### src/pmcc_pkg.sv
// Package: constants and types for the power and mode command block
package pmcc_pkg;
   localparam logic [6:0] PMCC_DEV_ADDR_DEF = 7'h48;  // Arbitrary default bus address
   localparam logic [7:0] PMCC_CMD_WAKE = 8'h04;
   localparam logic [7:0] PMCC_CMD_SLEEP = 8'h05;
   localparam logic [7:0] PMCC_CMD_REG_SET = 8'h07;
   localparam logic [7:0] PMCC_CMD_ISENSE = 8'h08;
   localparam logic [7:0] PMCC_CMD_INSEL_0 = 8'h10;
   localparam logic [7:0] PMCC_CMD_INSEL_1 = 8'h12;
   localparam logic [7:0] PMCC_CMD_INSEL_2 = 8'h14;
   localparam logic [7:0] PMCC_CMD_INSEL_3 = 8'h15;
   localparam logic [7:0] PMCC_CMD_INSEL_4 = 8'h18;
   localparam logic [7:0] PMCC_CMD_INSEL_5 = 8'h1a;
   localparam logic [7:0] PMCC_CMD_INSEL_6 = 8'h1c;
   localparam logic [7:0] PMCC_CMD_INSEL_7 = 8'h1e;
   localparam int PMCC_VSEL_BIT = 0;
   localparam int PMCC_SLEEP_OFF_BIT = 1;
   localparam logic [1:0] PMCC_REG_SET_RESET = 2'h0;
   localparam logic PMCC_SLEEP_RESET = 1'b0;
   localparam logic PMCC_ISENSE_RESET = 1'b0;

   typedef enum logic [2:0] {
      PMCC_ST_IDLE = 3'b000,
      PMCC_ST_DEVADR = 3'b001,
      PMCC_ST_CMD = 3'b010,
      PMCC_ST_PARAM = 3'b011,
      PMCC_ST_READ = 3'b100,
      PMCC_ST_IGNORE = 3'b101
   } pmcc_state_type;
endpackage

### src/pmcc_byte_if.sv
// Interface: byte stream between the serial link front end and the decoder
interface pmcc_byte_if;
   logic start;
   logic stop;
   logic byte_valid;
   logic [7:0] rx_byte;
   logic ack_req;
   logic [7:0] tx_byte;
   logic tx_load;
   logic master_ack;
   logic master_ack_valid;

   modport link (output start, output stop, output byte_valid, output rx_byte,
                 input ack_req, input tx_byte, input tx_load,
                 output master_ack, output master_ack_valid);
   modport dec (input start, input stop, input byte_valid, input rx_byte,
                output ack_req, output tx_byte, output tx_load,
                input master_ack, input master_ack_valid);
endinterface

### src/pmcc_top.sv
// Power and mode command decoder: sleep, regulator settings, current sense
module pmcc_top
   import pmcc_pkg::*;
#(
   parameter logic [6:0] DEV_ADDR = pmcc_pkg::PMCC_DEV_ADDR_DEF
) (
   input wire logic sys_clk_i,
   input wire logic srst_i,
   input wire logic scl_i,
   input wire logic sda_i,
   output logic sda_o,
   output logic sda_oe_o,
   output logic analog_en_o,
   output logic reg_en_o,
   output logic reg_vsel_o,
   output logic isense_mode_o,
   output logic sleep_o,
   output logic input_sel_seen_o
);
   import pmcc_pkg::*;

   typedef struct packed {
      pmcc_state_type st;
      logic [1:0] reg_set;
      logic sleep;
      logic isense;
      logic analog_en;
      logic reg_en;
      logic insel_pulse;
      logic ack;
      logic load;
   } pmcc_top_state_type;

   pmcc_top_state_type cur;
   pmcc_top_state_type next_cur;
   pmcc_byte_if bif ();
   logic sda_oe_raw;
   logic is_insel;
   logic cmd_known;
   logic read_dir;

   pmcc_link u_link (
      .sys_clk_i(sys_clk_i),
      .srst_i(srst_i),
      .scl_i(scl_i),
      .sda_i(sda_i),
      .sda_oe_o(sda_oe_raw),
      .bus(bif.link)
   );

   always_comb begin
      is_insel = 1'b0;
      case (bif.rx_byte)
         PMCC_CMD_INSEL_0, PMCC_CMD_INSEL_1, PMCC_CMD_INSEL_2, PMCC_CMD_INSEL_3,
         PMCC_CMD_INSEL_4, PMCC_CMD_INSEL_5, PMCC_CMD_INSEL_6, PMCC_CMD_INSEL_7: begin
            is_insel = 1'b1;
         end
         default: begin
            is_insel = 1'b0;
         end
      endcase
   end

   assign read_dir = bif.rx_byte[0];

   always_comb begin
      next_cur = cur;
      next_cur.insel_pulse = 1'b0;
      // Held in flops: the link asks for them an SCL phase after the byte ends
      bif.ack_req = cur.ack;
      bif.tx_byte = {6'h00, cur.reg_set};
      bif.tx_load = cur.load;
      cmd_known = 1'b0;
      if (bif.start) begin
         next_cur.st = PMCC_ST_DEVADR;
         next_cur.ack = 1'b0;
         next_cur.load = 1'b0;
      end else if (bif.stop) begin
         next_cur.st = PMCC_ST_IDLE;
      end else if (bif.byte_valid) begin
         next_cur.ack = 1'b0;
         next_cur.load = 1'b0;
         case (cur.st)
            PMCC_ST_DEVADR: begin
               if (bif.rx_byte[7:1] == DEV_ADDR) begin
                  next_cur.ack = 1'b1;
                  // The retained settings byte is the read answer, awake or asleep
                  next_cur.load = read_dir;
                  next_cur.st = read_dir ? PMCC_ST_READ : PMCC_ST_CMD;
               end else begin
                  next_cur.st = PMCC_ST_IGNORE;
               end
            end
            PMCC_ST_CMD: begin
               if (bif.rx_byte == PMCC_CMD_WAKE) begin
                  cmd_known = 1'b1;
                  next_cur.sleep = 1'b0;
                  next_cur.st = PMCC_ST_IGNORE;
               end else if (bif.rx_byte == PMCC_CMD_REG_SET) begin
                  cmd_known = 1'b1;
                  next_cur.st = PMCC_ST_PARAM;
               end else if (!cur.sleep) begin
                  if (bif.rx_byte == PMCC_CMD_SLEEP) begin
                     cmd_known = 1'b1;
                     next_cur.sleep = 1'b1;
                  end else if (bif.rx_byte == PMCC_CMD_ISENSE) begin
                     cmd_known = 1'b1;
                     next_cur.isense = 1'b1;
                  end else if (is_insel) begin
                     // Input selection itself lives elsewhere; here it ends sensing and pulses input_sel_seen_o
                     cmd_known = 1'b1;
                     next_cur.isense = 1'b0;
                     next_cur.insel_pulse = 1'b1;
                  end
                  next_cur.st = PMCC_ST_IGNORE;
               end else begin
                  next_cur.st = PMCC_ST_IGNORE;
               end
               next_cur.ack = cmd_known;
            end
            PMCC_ST_PARAM: begin
               next_cur.ack = 1'b1;
               next_cur.reg_set[PMCC_VSEL_BIT] = bif.rx_byte[PMCC_VSEL_BIT];
               next_cur.reg_set[PMCC_SLEEP_OFF_BIT] = bif.rx_byte[PMCC_SLEEP_OFF_BIT];
               // Further bytes before stop are not acknowledged
               next_cur.st = PMCC_ST_IGNORE;
            end
            default: begin
               next_cur.st = cur.st;
            end
         endcase
      end else if (bif.master_ack_valid && cur.st == PMCC_ST_READ) begin
         next_cur.load = bif.master_ack;
      end
      next_cur.analog_en = ~next_cur.sleep;
      next_cur.reg_en = ~next_cur.sleep | ~next_cur.reg_set[PMCC_SLEEP_OFF_BIT];
   end

   always_ff @(posedge sys_clk_i) begin
      if (srst_i) begin
         cur.st <= PMCC_ST_IDLE;
         cur.reg_set <= PMCC_REG_SET_RESET;
         cur.sleep <= PMCC_SLEEP_RESET;
         cur.isense <= PMCC_ISENSE_RESET;
         cur.analog_en <= 1'b1;
         cur.reg_en <= 1'b1;
         cur.insel_pulse <= 1'b0;
         cur.ack <= 1'b0;
         cur.load <= 1'b0;
      end else begin
         cur <= next_cur;
      end
   end

   // Open-drain pin: only ever pulls low
   assign sda_o = 1'b0;
   assign sda_oe_o = sda_oe_raw;
   assign analog_en_o = cur.analog_en;
   assign reg_en_o = cur.reg_en;
   assign reg_vsel_o = cur.reg_set[PMCC_VSEL_BIT];
   assign isense_mode_o = cur.isense;
   assign sleep_o = cur.sleep;
   assign input_sel_seen_o = cur.insel_pulse;
endmodule

### src/pmcc_sync.sv
// Two-stage synchroniser for the serial pins
module pmcc_sync #(
   parameter int WIDTH = 2
) (
   input wire logic sys_clk_i,
   input wire logic srst_i,
   input wire logic [WIDTH-1:0] async_i,
   output logic [WIDTH-1:0] sync_o
);
   typedef struct packed {
      logic [WIDTH-1:0] meta;
      logic [WIDTH-1:0] sync;
   } pmcc_sync_state_type;

   pmcc_sync_state_type cur;
   pmcc_sync_state_type next_cur;

   always_comb begin
      next_cur.meta = async_i;
      next_cur.sync = cur.meta;
   end

   // Idle bus lines are high
   always_ff @(posedge sys_clk_i) begin
      if (srst_i) begin
         cur <= '1;
      end else begin
         cur <= next_cur;
      end
   end

   assign sync_o = cur.sync;
endmodule

### src/pmcc_link.sv
// Serial two-wire slave front end: start, stop, byte shift, acknowledge
module pmcc_link (
   input wire logic sys_clk_i,
   input wire logic srst_i,
   input wire logic scl_i,
   input wire logic sda_i,
   output logic sda_oe_o,
   pmcc_byte_if.link bus
);
   typedef enum logic [1:0] {
      PMCC_LK_IDLE = 2'b00,
      PMCC_LK_SHIFT = 2'b01,
      PMCC_LK_ACK = 2'b10,
      PMCC_LK_MACK = 2'b11
   } pmcc_lk_type;

   typedef struct packed {
      logic scl_d;
      logic sda_d;
      pmcc_lk_type mode;
      logic [3:0] cnt;
      logic [7:0] sh;
      logic tx_mode;
      logic oe;
      logic ack_fall;
   } pmcc_link_state_type;

   pmcc_link_state_type cur;
   pmcc_link_state_type next_cur;
   logic [1:0] pins;
   logic scl;
   logic sda;
   logic scl_rise;
   logic scl_fall;
   logic start_det;
   logic stop_det;

   pmcc_sync #(.WIDTH(2)) u_sync (
      .sys_clk_i(sys_clk_i),
      .srst_i(srst_i),
      .async_i({scl_i, sda_i}),
      .sync_o(pins)
   );

   assign scl = pins[1];
   assign sda = pins[0];
   assign scl_rise = scl & ~cur.scl_d;
   assign scl_fall = ~scl & cur.scl_d;
   assign start_det = scl & cur.scl_d & cur.sda_d & ~sda;
   assign stop_det = scl & cur.scl_d & ~cur.sda_d & sda;

   always_comb begin
      next_cur = cur;
      next_cur.scl_d = scl;
      next_cur.sda_d = sda;
      bus.start = start_det;
      bus.stop = stop_det;
      bus.byte_valid = 1'b0;
      bus.rx_byte = cur.sh;
      bus.master_ack = 1'b0;
      bus.master_ack_valid = 1'b0;
      if (start_det) begin
         next_cur.mode = PMCC_LK_SHIFT;
         next_cur.cnt = 4'h0;
         next_cur.tx_mode = 1'b0;
         next_cur.oe = 1'b0;
      end else if (stop_det) begin
         next_cur.mode = PMCC_LK_IDLE;
         next_cur.oe = 1'b0;
      end else begin
         case (cur.mode)
            PMCC_LK_SHIFT: begin
               if (cur.tx_mode && scl_fall) begin
                  next_cur.oe = ~cur.sh[7];
               end
               if (scl_rise) begin
                  next_cur.sh = cur.tx_mode ? {cur.sh[6:0], 1'b0} : {cur.sh[6:0], sda};
                  next_cur.cnt = cur.cnt + 4'h1;
                  if (cur.cnt == 4'h7) begin
                     next_cur.mode = cur.tx_mode ? PMCC_LK_MACK : PMCC_LK_ACK;
                     next_cur.ack_fall = 1'b0;
                     if (!cur.tx_mode) begin
                        bus.byte_valid = 1'b1;
                        bus.rx_byte = {cur.sh[6:0], sda};
                     end
                  end
               end
            end
            PMCC_LK_ACK: begin
               // Drive the low acknowledge from the eighth fall to the ninth fall
               if (scl_fall) begin
                  if (!cur.ack_fall) begin
                     next_cur.ack_fall = 1'b1;
                     next_cur.oe = bus.ack_req;
                     if (!bus.ack_req) begin
                        next_cur.mode = PMCC_LK_IDLE;
                     end
                  end else begin
                     next_cur.oe = 1'b0;
                     next_cur.cnt = 4'h0;
                     next_cur.mode = PMCC_LK_SHIFT;
                     next_cur.tx_mode = bus.tx_load;
                     if (bus.tx_load) begin
                        next_cur.sh = bus.tx_byte;
                        next_cur.oe = ~bus.tx_byte[7];
                     end
                  end
               end
            end
            PMCC_LK_MACK: begin
               if (scl_fall && !cur.ack_fall) begin
                  next_cur.ack_fall = 1'b1;
                  next_cur.oe = 1'b0;
               end else if (scl_rise && cur.ack_fall) begin
                  bus.master_ack = ~sda;
                  bus.master_ack_valid = 1'b1;
                  // A not-acknowledge ends the read; the host follows with stop
                  next_cur.mode = sda ? PMCC_LK_IDLE : PMCC_LK_ACK;
               end
            end
            default: begin
               next_cur.oe = 1'b0;
            end
         endcase
      end
   end

   always_ff @(posedge sys_clk_i) begin
      if (srst_i) begin
         cur <= '{scl_d: 1'b1, sda_d: 1'b1, mode: PMCC_LK_IDLE, cnt: 4'h0,
                  sh: 8'h00, tx_mode: 1'b0, oe: 1'b0, ack_fall: 1'b0};
      end else begin
         cur <= next_cur;
      end
   end

   assign sda_oe_o = cur.oe;
endmodule

### config.mk
export PLATFORM = sky130hd
export DESIGN_NAME = pmcc_top
export DESIGN_NICKNAME = d
export VERILOG_FILES = /design/src/pmcc_pkg.sv /design/src/pmcc_byte_if.sv /design/src/pmcc_top.sv /design/src/pmcc_sync.sv /design/src/pmcc_link.sv
export SDC_FILE = /design/constraint.sdc
export NUM_CORES = 1
export LEC_CHECK = 0
export BUFFER_PORTS_ARGS = -buffer_cell sky130_fd_sc_hd__buf_2
export CORE_ASPECT_RATIO = 0.5
export CORE_MARGIN = 3
export CORE_UTILIZATION = 50
export DETAILED_ROUTE_END_ITERATION = 16
export PLACE_DENSITY_LB_ADDON = 0.12
export SETUP_SLACK_MARGIN = 0.05
export SYNTH_ARGS = -nofsm -noshare
export SYNTH_HDL_FRONTEND = slang
export SYNTH_SLANG_ARGS = --single-unit
### constraint.sdc
create_clock -name sys_clk_i -period 2.6 [get_ports sys_clk_i]
set_input_delay 0.52 -clock sys_clk_i [delete_from_list [all_inputs] [get_ports sys_clk_i]]
set_output_delay 0.52 -clock sys_clk_i [all_outputs]
set_load 0.03 [all_outputs]
Word level (Yosys, flattened, before mapping) --
Memories as Yosys holds them, arrays and structs flattened. Cells that the tools add are included.
Word-level totals: word-level logic and storage cells 184, memories 1, input port bits 4, flip-flop bits (word level) 35, ROM bits 32, bits in latches 0, memory bits (writable) 0
Operators by class: reductions and logical operators 30, order comparisons 0, shifts and indexed selects 0, bitwise operators 23, mux-type cells 78, multiply operators 0, add/subtract/negate cells 1, equal/unequal tests 29, divide/modulo/power cells 0
Memories:
- (name not given) | depth 32, width 1, rd ports 1, clocked after Yosys merged registers in 0, write ports 0, RTL line pmcc_top.sv:53 | case (bif.rx_byte)
Operators by type and width (count):
- 2-to-1 mux 8 bit | 7
- 2-to-1 mux 1 bit | 41
- AND reduction 7 bit | 4
- 2-to-1 mux 13 bit | 2
- == test 8 x 3 -> 1 bit, second input constant | 3
- 2-to-1 mux 2 bit | 12
- one-hot mux 12 bit (2 select lines) | 1
- 2-to-1 mux 17 bit | 1
- inequality test 4 x 3 -> 1 bit, second input constant | 4
- inverter 1 bit | 15
- 2-to-1 mux 14 bit | 1
- inequality test 2 x 1 -> 1 bit, second input constant | 7
- 2-to-1 mux 3 bit | 4
- 2-to-1 mux 5 bit | 2
- nonzero test 5 bit | 2
- OR reduction 10 bit | 1
- one-hot mux 1 bit (3 select lines) | 3
- one-hot mux 3 bit (3 select lines) | 1
- AND reduction 9 bit | 1
- nonzero test 3 bit | 3
- == test 8 x 4 -> 1 bit, second input constant | 1
- 2-to-1 mux 4 bit | 2
- AND reduction 2 bit | 4
- AND reduction 4 bit | 2
- other kinds (23) | 37

Logic depth before layout (Yosys ltp) --
Gate-level depths: netlist of run 1.
depth in word-level cells 20, mapped depth 10

By module --
Synthesis of run 1 repeated with hierarchy kept, for this count alone.
Second synthesis, totals: cell total of the unflattened synthesis 252, area total of the unflattened synthesis 2187.1 um^2
By module, submodules not included:
- pmcc_link | cells each 154, area each 1317.5 um^2, sequential area each 380.4 um^2, times used 1
- pmcc_top | cells each 88, area each 749.5 um^2, sequential area each 240.2 um^2, times used 1
- pmcc_sync | cells each 10, area each 120.1 um^2, sequential area each 80.1 um^2, times used 1

Worst setup path before layout of run 1 --
Ideal clock, no wire load.
kind register to register, start register u_link.cur[15] in the netlist's numbering, end register u_link.cur[14] in the netlist's numbering, setup slack 0.638 ns, cell stages (with the launch flop) 10, required time 2.534 ns, arrival 1.896 ns, clock period less this slack 1.962 ns, path buffers 2, cells stage by stage dfxtp_1 inv_1 ha_1 buf_4 inv_1 o211ai_1 o21bai_4 buf_6 or4_4 a21oi_2
Between the ends: cells in the longest elaborated chain, start to end 3, elaborated cells on any way between the ends 8, classes of those cells 5 x eq/ne; 1 x mux; 2 x reduce/logical
RTL lines:
- start: declaration | RTL line pmcc_link.sv:28 | pmcc_link_state_type cur;
- start signal: assignment | RTL line pmcc_link.sv:130 | cur <= '{scl_d: 1'b1, sda_d: 1'b1, mode: PMCC_LK_IDLE, cnt: 4'h0,
- start signal: assignment | RTL line pmcc_link.sv:133 | cur <= next_cur;
- == test 2 bit / == test 2 x 1 -> 1 bit (equally long branches) | RTL line pmcc_link.sv:71 | case (cur.mode)
- inequality test 2 x 1 -> 1 bit (no source line) / nonzero test 2 bit (equally long branches)
- AND reduction 5 bit (no source line)
Several ways; a longest one is shown, not always the timed one. A chain may end at the register's enable or synchronous reset.

Worst setup path in the final report of run 1 --
start register u_link.cur[15] in the netlist's numbering, end register cur (netlist bit reg_en_o)
Between the ends: cells in the longest elaborated chain, start to end 15, elaborated cells on any way between the ends 22, classes of those cells 4 x eq/ne; 15 x mux; 3 x bitwise
RTL lines:
- == test 2 x 1 -> 1 bit (*) | RTL line pmcc_link.sv:71
- 2-to-1 mux 8 bit | RTL line pmcc_link.sv:71
- 2-to-1 mux 8 bit | RTL line pmcc_link.sv:67 | end else if (stop_det) begin
- 2-to-1 mux 8 bit | RTL line pmcc_link.sv:62 | if (start_det) begin
- == test 8 x 3 -> 1 bit | RTL line pmcc_top.sv:103 | if (bif.rx_byte == PMCC_CMD_SLEEP) begin
- 2-to-1 mux 1 bit | RTL line pmcc_top.sv:103
- 2-to-1 mux 2 bit | RTL line pmcc_top.sv:102 | end else if (!cur.sleep) begin
- 2-to-1 mux 2 bit | RTL line pmcc_top.sv:99 | end else if (bif.rx_byte == PMCC_CMD_REG_SET) begin
- 2-to-1 mux 1 bit | RTL line pmcc_top.sv:95 | if (bif.rx_byte == PMCC_CMD_WAKE) begin
- 2-to-1 mux 2 bit | RTL line pmcc_top.sv:83 | case (cur.st)
- 2-to-1 mux 5 bit (*) | RTL line pmcc_top.sv:80 | end else if (bif.byte_valid) begin
- 2-to-1 mux 4 bit (*) | RTL line pmcc_top.sv:78 | end else if (bif.stop) begin
- 2-to-1 mux 4 bit (*) | RTL line pmcc_top.sv:74 | if (bif.start) begin
- inverter 1 bit | RTL line pmcc_top.sv:136 | next_cur.reg_en = ~next_cur.sleep | ~next_cur.reg_set[PMCC_SLEEP_OFF_BIT];
- OR 1 bit (*) | RTL line pmcc_top.sv:136
- end signal: assignment | RTL line pmcc_top.sv:151 | cur <= next_cur;
- end: declaration | RTL line pmcc_top.sv:34 | pmcc_top_state_type cur;
Every way passes the cells marked *; elsewhere a longest branch is shown, timed or not. The select of a mux whose other input is x is not followed.

==> flow_metrics.env, run 1 <==
export IMPL_fp_dieH_um=52.3
export IMPL_nets=265
export IMPL_cts_buffers=5
export IMPL_peakVddDrop_v=0.000226
export IMPL_layout_drive_gt1_share=0.167
export IMPL_synth_warnings=0
export IMPL_synth_seq_cells=35
export IMPL_fin_worst_hold_slack_ns=0.399
export IMPL_synth_xor_area_frac=0.00819
export IMPL_firstDrtPassIters=4
export IMPL_switching_share=0.321
export IMPL_drt_wl_total_mm=5.31
export IMPL_worstReg2RegEnd="reg_en_o"
export IMPL_r2r_slack_ns=0.37
export IMPL_path_clk_slew_ns=0.07
export IMPL_yosys_top_cells_area="dfxtp_1, a21oi_1, o21ai_0, nor2_1, or4b_1"
export IMPL_reg2reg_depth=6
export IMPL_syn_area_mm2=0.00214
export IMPL_cp_max_fo=9
export IMPL_critPathKind="reg2reg"
export IMPL_fmax_mhz=448
export IMPL_gp_congestion=0.889
export IMPL_p_leak_nw=0.790
export IMPL_cts_resized=0
export IMPL_cts_setup_buffers=0
export IMPL_ios=12
export IMPL_critical_path_top_delay_family="simple AND/OR/NAND/NOR gates"
export IMPL_synth_ff_type="dfxtp_1"
export IMPL_synth_mux_area_frac=0.0281
export IMPL_yosysTopAreaCellShare=0.327
export IMPL_endpoint_kind="flip-flop"
export IMPL_yosysSeqAreaShare=0.327
export IMPL_overflow=0
export IMPL_clock_root_buffer="clkbuf_8"
export IMPL_drv_slew=0
export IMPL_tightestPinTransition_ns=0.716
export IMPL_synth_compound_area_frac=0.232
export IMPL_crit_chain="ha_1 > nand4bb_1 > nor2_1 > nand3_1 > mux2i_1 > or3_1"
export IMPL_crit_required_ns=2.78
export IMPL_avgRoutedWirePerCell_um=17.1
export IMPL_netlist_top_cell_by_area="dfxtp_1"
export IMPL_syn_inst=254
export IMPL_yosysMostFrequentCell="dfxtp_1"
export IMPL_synth_edf_count=0
export IMPL_cts_tree="built"
export IMPL_net_switching_power_uw=435
export IMPL_cts_hold_buf=0
export IMPL_viasPerCell=6.20
export IMPL_grt_max_degree=28
export IMPL_vias=1929
export IMPL_critPathMaxStageDelay_ns=0.42
export IMPL_cellPowerDensity_mw_per_mm2=594
export IMPL_n_antenna_cell=0
export IMPL_die_area_mm2=0.00515
export IMPL_yosys_area_share_simple=0.308
export IMPL_drtIter0Drc=138
export IMPL_synth_distinct_cells=63
export IMPL_pwr_share_clk=0.330
export IMPL_fin_setup_tns_ns=0
export IMPL_relSlewSlack=0.523
export IMPL_drv_cap=0
export IMPL_hpwl_mm=3.80
export IMPL_initial_core_util=0.534
export IMPL_htreeDepth=2
export IMPL_fin_crit_ns=2.23
export IMPL_critPathArrivalTime_ns=2.41
export IMPL_grt_pass1_vias=1698
export IMPL_startpoint_type="flip-flop"
export IMPL_async_flop_share=0
export IMPL_seqPwrFrac=0.440
export IMPL_drc=0
export IMPL_finalPower_mw=1.36
export IMPL_cts_sinks=35
export IMPL_port_buffers=10
export IMPL_finalSetupViolCount=0
export IMPL_area_delta_synth_final_pct=6.67
export IMPL_hold_depth=2
export IMPL_power_internal_uw=921
export IMPL_slowest_stage="ha_1"
export IMPL_grt_first_pass_wirelength_mm=8.85
export IMPL_coreArea_mm2=0.00400
export IMPL_worstHoldEndpoint="u_link.u_sync.cur[3]"
export IMPL_period_share=0.858
export IMPL_grt_usage=0.224
export IMPL_antenna_left=0
export IMPL_rsz0062_at_grt="no"
export IMPL_clk_path_buf_depth=2
export IMPL_synth_commonest_cells="dfxtp_1, nor2_1, a21oi_1, o21ai_0"
export IMPL_critPathBufInv=0
export IMPL_hp_class="in2reg"
export IMPL_synthAdderAreaFrac=0.0292
export IMPL_outcome="finished, final reports clean"
export IMPL_r2r_start="u_link.cur[15]"
export IMPL_synth_avg_cell_area_um2=8.42
export IMPL_synth_top_family_by_area="simple AND/OR/NAND/NOR gates"
export IMPL_antenna_found_initial=0
export IMPL_syn_nets=263
export IMPL_holdCritStartpoint="scl_i"
export IMPL_die_width_um=98.5
export IMPL_rows=16
export IMPL_finalClockSkew_ns=0.00568
export IMPL_comb_power_share=0.230
export IMPL_insertion_delay_ns=0.30
export IMPL_hold_viol=0
==> state kept, by name, summed over array words and instances (netlist names), 2 cells and up <==
signal / flops
u_link.cur: 18
u_link.u_sync.cur: 2
u_link.u_sync.sync_o: 2
cur: 3
==> layer usage <==
metal / up-vias / wire length [um] / global-route usage
met1: 927 / 2690 / 0.332
met3: 6 / 475 / 0.0797
li1: 942 / - / -
met5: - / 0 / 0
met2: 54 / 2090 / 0.302
met4: 0 / 51 / 0.0544
==> how the worst max path moves through the flow <==
stage / from / end / slack (ns) / cells past startpoint
finish: u_link.cur[15] / reg_en_o / 0.37 / 6
global route: u_link.cur[15] / isense_mode_o / 0.20 / 5
CTS: u_link.cur[16] / reg_en_o / 0.39 / 7
detailed placement: u_link.cur[16] / reg_en_o / 0.41 / 7
global placement: u_link.cur[16] / bif.ack_req / 0.46 / 7
floorplan: u_link.cur[15] / u_link.cur[14] / 0.64 / 9
==> kinds of logic after synthesis <==
logic type | after synthesis
compound gates | 72
flops | 35
xor+xnor | 2
other cells | 1
buf+inv | 29
mux | 6
fa+ha+maj | 5
simple gates | 104
==> stage by stage <==
step           utilization  instance area [um2]  cells  setup slack (ns)
3_3_place_gp         0.545                 2180    303             0.457
5_1_grt              0.570                 2280    311             0.203
2_1_floorplan            -                 2140    254             0.638
3_5_place_dp         0.545                 2180    303             0.414
4_1_cts              0.570                 2280    311             0.389
6_report             0.570                 2280    311             0.370
==> cells in the final DEF (no fill, tap or decap), types with 4 or more instances in the layout <==
| master | Yosys | final |
|---|---|---|
| inv_1 | 11 | 11 |
| dfxtp_1 | 35 | 35 |
| or4b_1 | 7 | 7 |
| clkbuf_8 | 0 | 7 |
| o211ai_1 | 4 | 4 |
| nor3_1 | 8 | 8 |
| a21oi_1 | 18 | 18 |
| nand2b_1 | 4 | 4 |
| o21ai_0 | 18 | 18 |
| buf_2 | 3 | 10 |
| ha_1 | 5 | 5 |
| nand3_1 | 7 | 7 |
| nor4_1 | 4 | 4 |
| mux2i_1 | 6 | 6 |
| nor2_1 | 21 | 21 |
| or2_2 | 8 | 8 |
| nor2b_1 | 4 | 4 |
| nand2_1 | 11 | 11 |
==> power by group through the flow <==
stage	registers [mW]	logic, mW	clock network (mW)
global placement	0.607	0.303	0
CTS	0.596	0.309	0.460
floorplan	0.591	0.285	0
global route	0.601	0.350	0.491
finish	0.597	0.312	0.447
detailed placement	0.609	0.308	0
==> cell type report <==
| cell class | count | area, um2 |
|---|---|---|
| Sequential cell | 35 | 701 |
| Multi-Input combinational cell | 190 | 1300 |
| Fill cell | 360 | 1720 |
| Inverter | 11 | 41.3 |
| Clock buffer | 8 | 100 |
| Tap cell | 54 | 67.6 |
| Timing Repair Buffer | 13 | 72.6 |
(Power assumes the default switching activity.)
==> run 2, diff against run 1 <==
--- a/config.mk
+++ b/config.mk
@@ -10,7 +10,7 @@
 export CORE_MARGIN = 3
 export CORE_UTILIZATION = 50
 export DETAILED_ROUTE_END_ITERATION = 16
-export PLACE_DENSITY_LB_ADDON = 0.12
+export PLACE_DENSITY = 0.67
 export SETUP_SLACK_MARGIN = 0.05
 export SYNTH_ARGS = -nofsm -noshare
 export SYNTH_HDL_FRONTEND = slang
==> flow_metrics.env, run 2 (same netlist as run 1, synthesis figures left out) <==
export IMPL_outcome="finished, final reports clean"
export IMPL_die_area_mm2=0.00515
export IMPL_cts_sinks=35
export IMPL_cts_tree="built"
export IMPL_rows=16
export IMPL_cellPowerDensity_mw_per_mm2=575
export IMPL_grt_pass1_vias=1749
export IMPL_crit_required_ns=2.78
export IMPL_critPathArrivalTime_ns=2.39
export IMPL_cts_setup_buffers=0
export IMPL_ios=12
export IMPL_htreeDepth=2
export IMPL_critPathKind="reg2reg"
export IMPL_fin_setup_tns_ns=0
export IMPL_tightestPinTransition_ns=0.742
export IMPL_port_buffers=10
export IMPL_antenna_found_initial=0
export IMPL_fp_dieH_um=52.3
export IMPL_coreArea_mm2=0.00400
export IMPL_fin_crit_ns=2.22
export IMPL_nets=265
export IMPL_cts_hold_buf=0
export IMPL_largest_reg_flops=18
export IMPL_cp_max_fo=9
export IMPL_period_share=0.852
export IMPL_peakVddDrop_v=0.000306
export IMPL_layout_drive_gt1_share=0.171
export IMPL_fin_worst_hold_slack_ns=0.408
export IMPL_drv_cap=0
export IMPL_drt_wl_total_mm=5.38
export IMPL_grt_max_degree=28
export IMPL_hold_viol=0
export IMPL_regMostFlops="u_link.cur"
export IMPL_rsz0062_at_grt="no"
export IMPL_overflow=0
export IMPL_reg_top3="u_link.cur (18), cur (3)"
export IMPL_grt_usage=0.223
export IMPL_startpoint_type="flip-flop"
export IMPL_area_delta_synth_final_pct=5.91
export IMPL_insertion_delay_ns=0.29
export IMPL_die_width_um=98.5
export IMPL_drv_slew=0
export IMPL_hpwl_mm=3.79
export IMPL_clk_path_buf_depth=2
export IMPL_finalClockSkew_ns=0.00239
export IMPL_endpoint_kind="flip-flop"
export IMPL_drc=0
export IMPL_cts_buffers=5
export IMPL_final_common_cell="dfxtp_1"
export IMPL_n_antenna_cell=0
export IMPL_firstDrtPassIters=4
export IMPL_avgRoutedWirePerCell_um=17.3
export IMPL_initial_core_util=0.534
export IMPL_vias=1925
export IMPL_relSlewSlack=0.505
export IMPL_cts_resized=0
export IMPL_gp_congestion=0.916
export IMPL_hp_class="in2reg"
export IMPL_antenna_left=0
export IMPL_fmax_mhz=451
export IMPL_drtIter0Drc=157
export IMPL_clock_root_buffer="clkbuf_8"
export IMPL_finalSetupViolCount=0
export IMPL_layout_common_cells="dfxtp_1, nor2_1, a21oi_1, o21ai_0"
export IMPL_grt_first_pass_wirelength_mm=8.94
export IMPL_p_leak_nw=0.786
export IMPL_path_clk_slew_ns=0.07
export IMPL_viasPerCell=6.19
[run 2: cell types whose count changed in the layout (fill, tap and decap cells not counted)]
cell      before  now
clkinv_2       0    3
clkbuf_8       7    5
clkbuf_1       1    0
[run 2: worst paths after layout]
| kind | from | endpoint | slack (ns) | cells past startpoint |
|---|---|---|---|---|
| max reg2reg | u_link.cur[16] | reg_en_o | 0.38 | 7 |
| min reg2reg | u_link.u_sync.cur[3] | u_link.u_sync.sync_o[1] | 0.41 | 1 |
| min | scl_i | u_link.u_sync.cur[3] | 0.41 | 2 |
| max | u_link.cur[16] | reg_en_o | 0.38 | 7 |
[run 2: critical path: stages (launching register included)]
cell and delay (ns):
dfxtp_1 0.34, inv_1 0.08, ha_1 0.41, nand4bb_1 0.37, nor2_1 0.24, nand3_1 0.12, mux2i_1 0.16, or3_1 0.38
[run 2: layout make-up]
class,instances,area (um2)
inverter,11,41.3
fill,385,1740
timing repair buffer,13,72.6
multi-input combinational,190,1300
clock inverter,3,15.0
sequential,35,701
tap,54,67.6
clock buffer,5,68.8
[run 2: metrics by stage]
stage / util / setup WS [ns] / instance area (um2) / power [mW] / std cells
2_1_floorplan: - / 0.638 / 2140 / 0.876 / 254
3_3_place_gp: 0.545 / 0.454 / 2180 / 0.911 / 303
3_5_place_dp: 0.545 / 0.401 / 2180 / 0.917 / 303
4_1_cts: 0.566 / 0.394 / 2270 / 1.31 / 311
5_1_grt: 0.566 / 0.211 / 2270 / 1.37 / 311
6_report: 0.566 / 0.385 / 2270 / 1.30 / 311
[run 2: per-layer routing]
| metal | vias to the layer above | track usage | part of all wire | wire (um) |
|---|---|---|---|---|
| met1 | 911 | 0.325 | 0.50 | 2680 |
| met3 | 7 | 0.0571 | 0.088 | 471 |
| li1 | 941 | - | - | - |
| met5 | - | 0 | 0 | 0 |
| met2 | 66 | 0.328 | 0.41 | 2180 |
| met4 | 0 | 0.0544 | 0.0082 | 44 |
[run 2: power breakdown]
| part | internal (mW) | switching [mW] |
|---|---|---|
| Clock | 0.183 | 0.209 |
| Combinational | 0.120 | 0.194 |
| Sequential | 0.559 | 0.0375 |
==> run 3, diff against run 2 <==
--- a/config.mk
+++ b/config.mk
@@ -6,11 +6,13 @@
 export NUM_CORES = 1
 export LEC_CHECK = 0
 export BUFFER_PORTS_ARGS = -buffer_cell sky130_fd_sc_hd__buf_2
+export CELL_PAD_IN_SITES_DETAIL_PLACEMENT = 0
+export CELL_PAD_IN_SITES_GLOBAL_PLACEMENT = 1
 export CORE_ASPECT_RATIO = 0.5
 export CORE_MARGIN = 3
-export CORE_UTILIZATION = 50
+export CORE_UTILIZATION = 46
 export DETAILED_ROUTE_END_ITERATION = 16
-export PLACE_DENSITY = 0.67
+export PLACE_DENSITY_LB_ADDON = 0.1
 export SETUP_SLACK_MARGIN = 0.05
 export SYNTH_ARGS = -nofsm -noshare
 export SYNTH_HDL_FRONTEND = slang
==> flow_metrics.env, run 3 (same netlist as run 1, synthesis figures left out) <==
export IMPL_nets=265
export IMPL_overflow=0
export IMPL_gp_congestion=0.885
export IMPL_fp_dieH_um=54.2
export IMPL_die_width_um=102
export IMPL_drt_wl_total_mm=5.41
export IMPL_cellPowerDensity_mw_per_mm2=579
export IMPL_hp_class="in2reg"
export IMPL_cts_hold_buf=0
export IMPL_cts_buffers=5
export IMPL_reg2reg_depth=7
export IMPL_critPathArrivalTime_ns=2.48
export IMPL_fmax_mhz=438
export IMPL_p_leak_nw=0.785
export IMPL_htreeDepth=2
export IMPL_die_area_mm2=0.00556
export IMPL_fin_crit_ns=2.28
export IMPL_crit_required_ns=2.80
export IMPL_layout_common_cells="dfxtp_1, nor2_1, a21oi_1, o21ai_0"
export IMPL_drtIter0Drc=161
export IMPL_final_common_cell="dfxtp_1"
export IMPL_layout_drive_gt1_share=0.168
export IMPL_critPathKind="reg2reg"
export IMPL_finalSetupViolCount=0
export IMPL_period_share=0.877
export IMPL_firstDrtPassIters=5
export IMPL_hold_depth=2
export IMPL_grt_first_pass_wirelength_mm=9.00
export IMPL_antenna_found_initial=0
export IMPL_reg_top3="u_link.cur (18), cur (3)"
export IMPL_fin_setup_tns_ns=0
export IMPL_grt_usage=0.215
export IMPL_outcome="finished, final reports clean"
export IMPL_viasPerCell=6.28
export IMPL_initial_core_util=0.511
export IMPL_drv_slew=0
export IMPL_fill_cells=393
export IMPL_finalClockSkew_ns=0.00714
export IMPL_regMostFlops="u_link.cur"
export IMPL_finalPower_mw=1.31
export IMPL_n_antenna_cell=0
export IMPL_ios=12
export IMPL_cts_resized=0
export IMPL_area_delta_synth_final_pct=6.08
export IMPL_clk_path_buf_depth=2
export IMPL_cts_sinks=35
export IMPL_hpwl_mm=3.83
export IMPL_cp_max_fo=9
export IMPL_hold_viol=0
export IMPL_largest_reg_flops=18
export IMPL_startpoint_type="flip-flop"
export IMPL_endpoint_kind="flip-flop"
export IMPL_rsz0062_at_grt="no"
export IMPL_drc=0
export IMPL_insertion_delay_ns=0.29
export IMPL_rows=16
export IMPL_path_clk_slew_ns=0.07
export IMPL_clock_root_buffer="clkbuf_8"
export IMPL_cts_setup_buffers=0
export IMPL_grt_pass1_vias=1757
export IMPL_relSlewSlack=0.537
export IMPL_vias=1947
export IMPL_peakVddDrop_v=0.000256
export IMPL_cts_tree="built"
export IMPL_port_buffers=10
export IMPL_antenna_left=0
export IMPL_drv_cap=0
export IMPL_avgRoutedWirePerCell_um=17.4
export IMPL_coreArea_mm2=0.00418
export IMPL_tightestPinTransition_ns=0.694
export IMPL_grt_max_degree=28
## run 3: cell count changes in the layout (fill, tap and decap cells not counted), sizes merged
cell,delta
clkinv,-2
clkbuf,+1
## run 3: layout make-up
class	count	area, um2	share of cell area
timing repair buffer	13	72.6	0.0320
sequential	35	701	0.309
clock inverter	1	5.00	0.00221
inverter	11	41.3	0.0182
clock buffer	6	82.6	0.0364
tap	54	67.6	0.0298
multi-input combinational	190	1300	0.573
## run 3: worst paths after layout
| kind | slack, ns | startpoint | end |
|---|---|---|---|
| min | 0.41 | sda_i | u_link.u_sync.cur[2] |
| min reg2reg | 0.41 | u_link.u_sync.cur[2] | u_link.u_sync.sync_o[0] |
| max reg2reg | 0.32 | u_link.cur[16] | bif.ack_req |
| max | 0.32 | u_link.cur[16] | bif.ack_req |
## run 3: stage by stage
step           utilization  instance area, um2  instances  hold WS (ns)  setup WS, ns
2_1_floorplan            -                2140        254         0.389         0.638
3_3_place_gp         0.522                2180        303         0.392         0.454
3_5_place_dp         0.522                2180        303         0.396         0.414
4_1_cts              0.542                2270        310         0.402         0.379
5_1_grt              0.542                2270        310         0.402         0.173
6_report             0.542                2270        310         0.408         0.319
## run 3: power by group
| part | switching, mW | internal [mW] | total (mW) |
|---|---|---|---|
| logic | 0.193 | 0.120 | 0.313 |
| clock network | 0.195 | 0.208 | 0.403 |
| registers | 0.0385 | 0.559 | 0.598 |
| total | 0.426 | 0.887 | 1.31 |
## run 3: metal layers
metal  up-vias  track usage  routed length [um]
met3         8       0.0623                 495
met1       907        0.324                2720
li1        944            -                   -
met5         -            0                   0
met4         0       0.0523                  45
met2        88        0.297                2140
## run 3: critical path, cell delays in order, from the launching register on
cell	delay, ns
dfxtp_1	0.34
inv_1	0.08
ha_1	0.41
nand4bb_1	0.40
or4_1	0.61
o311ai_1	0.12
o211ai_1	0.15
o31ai_1	0.08
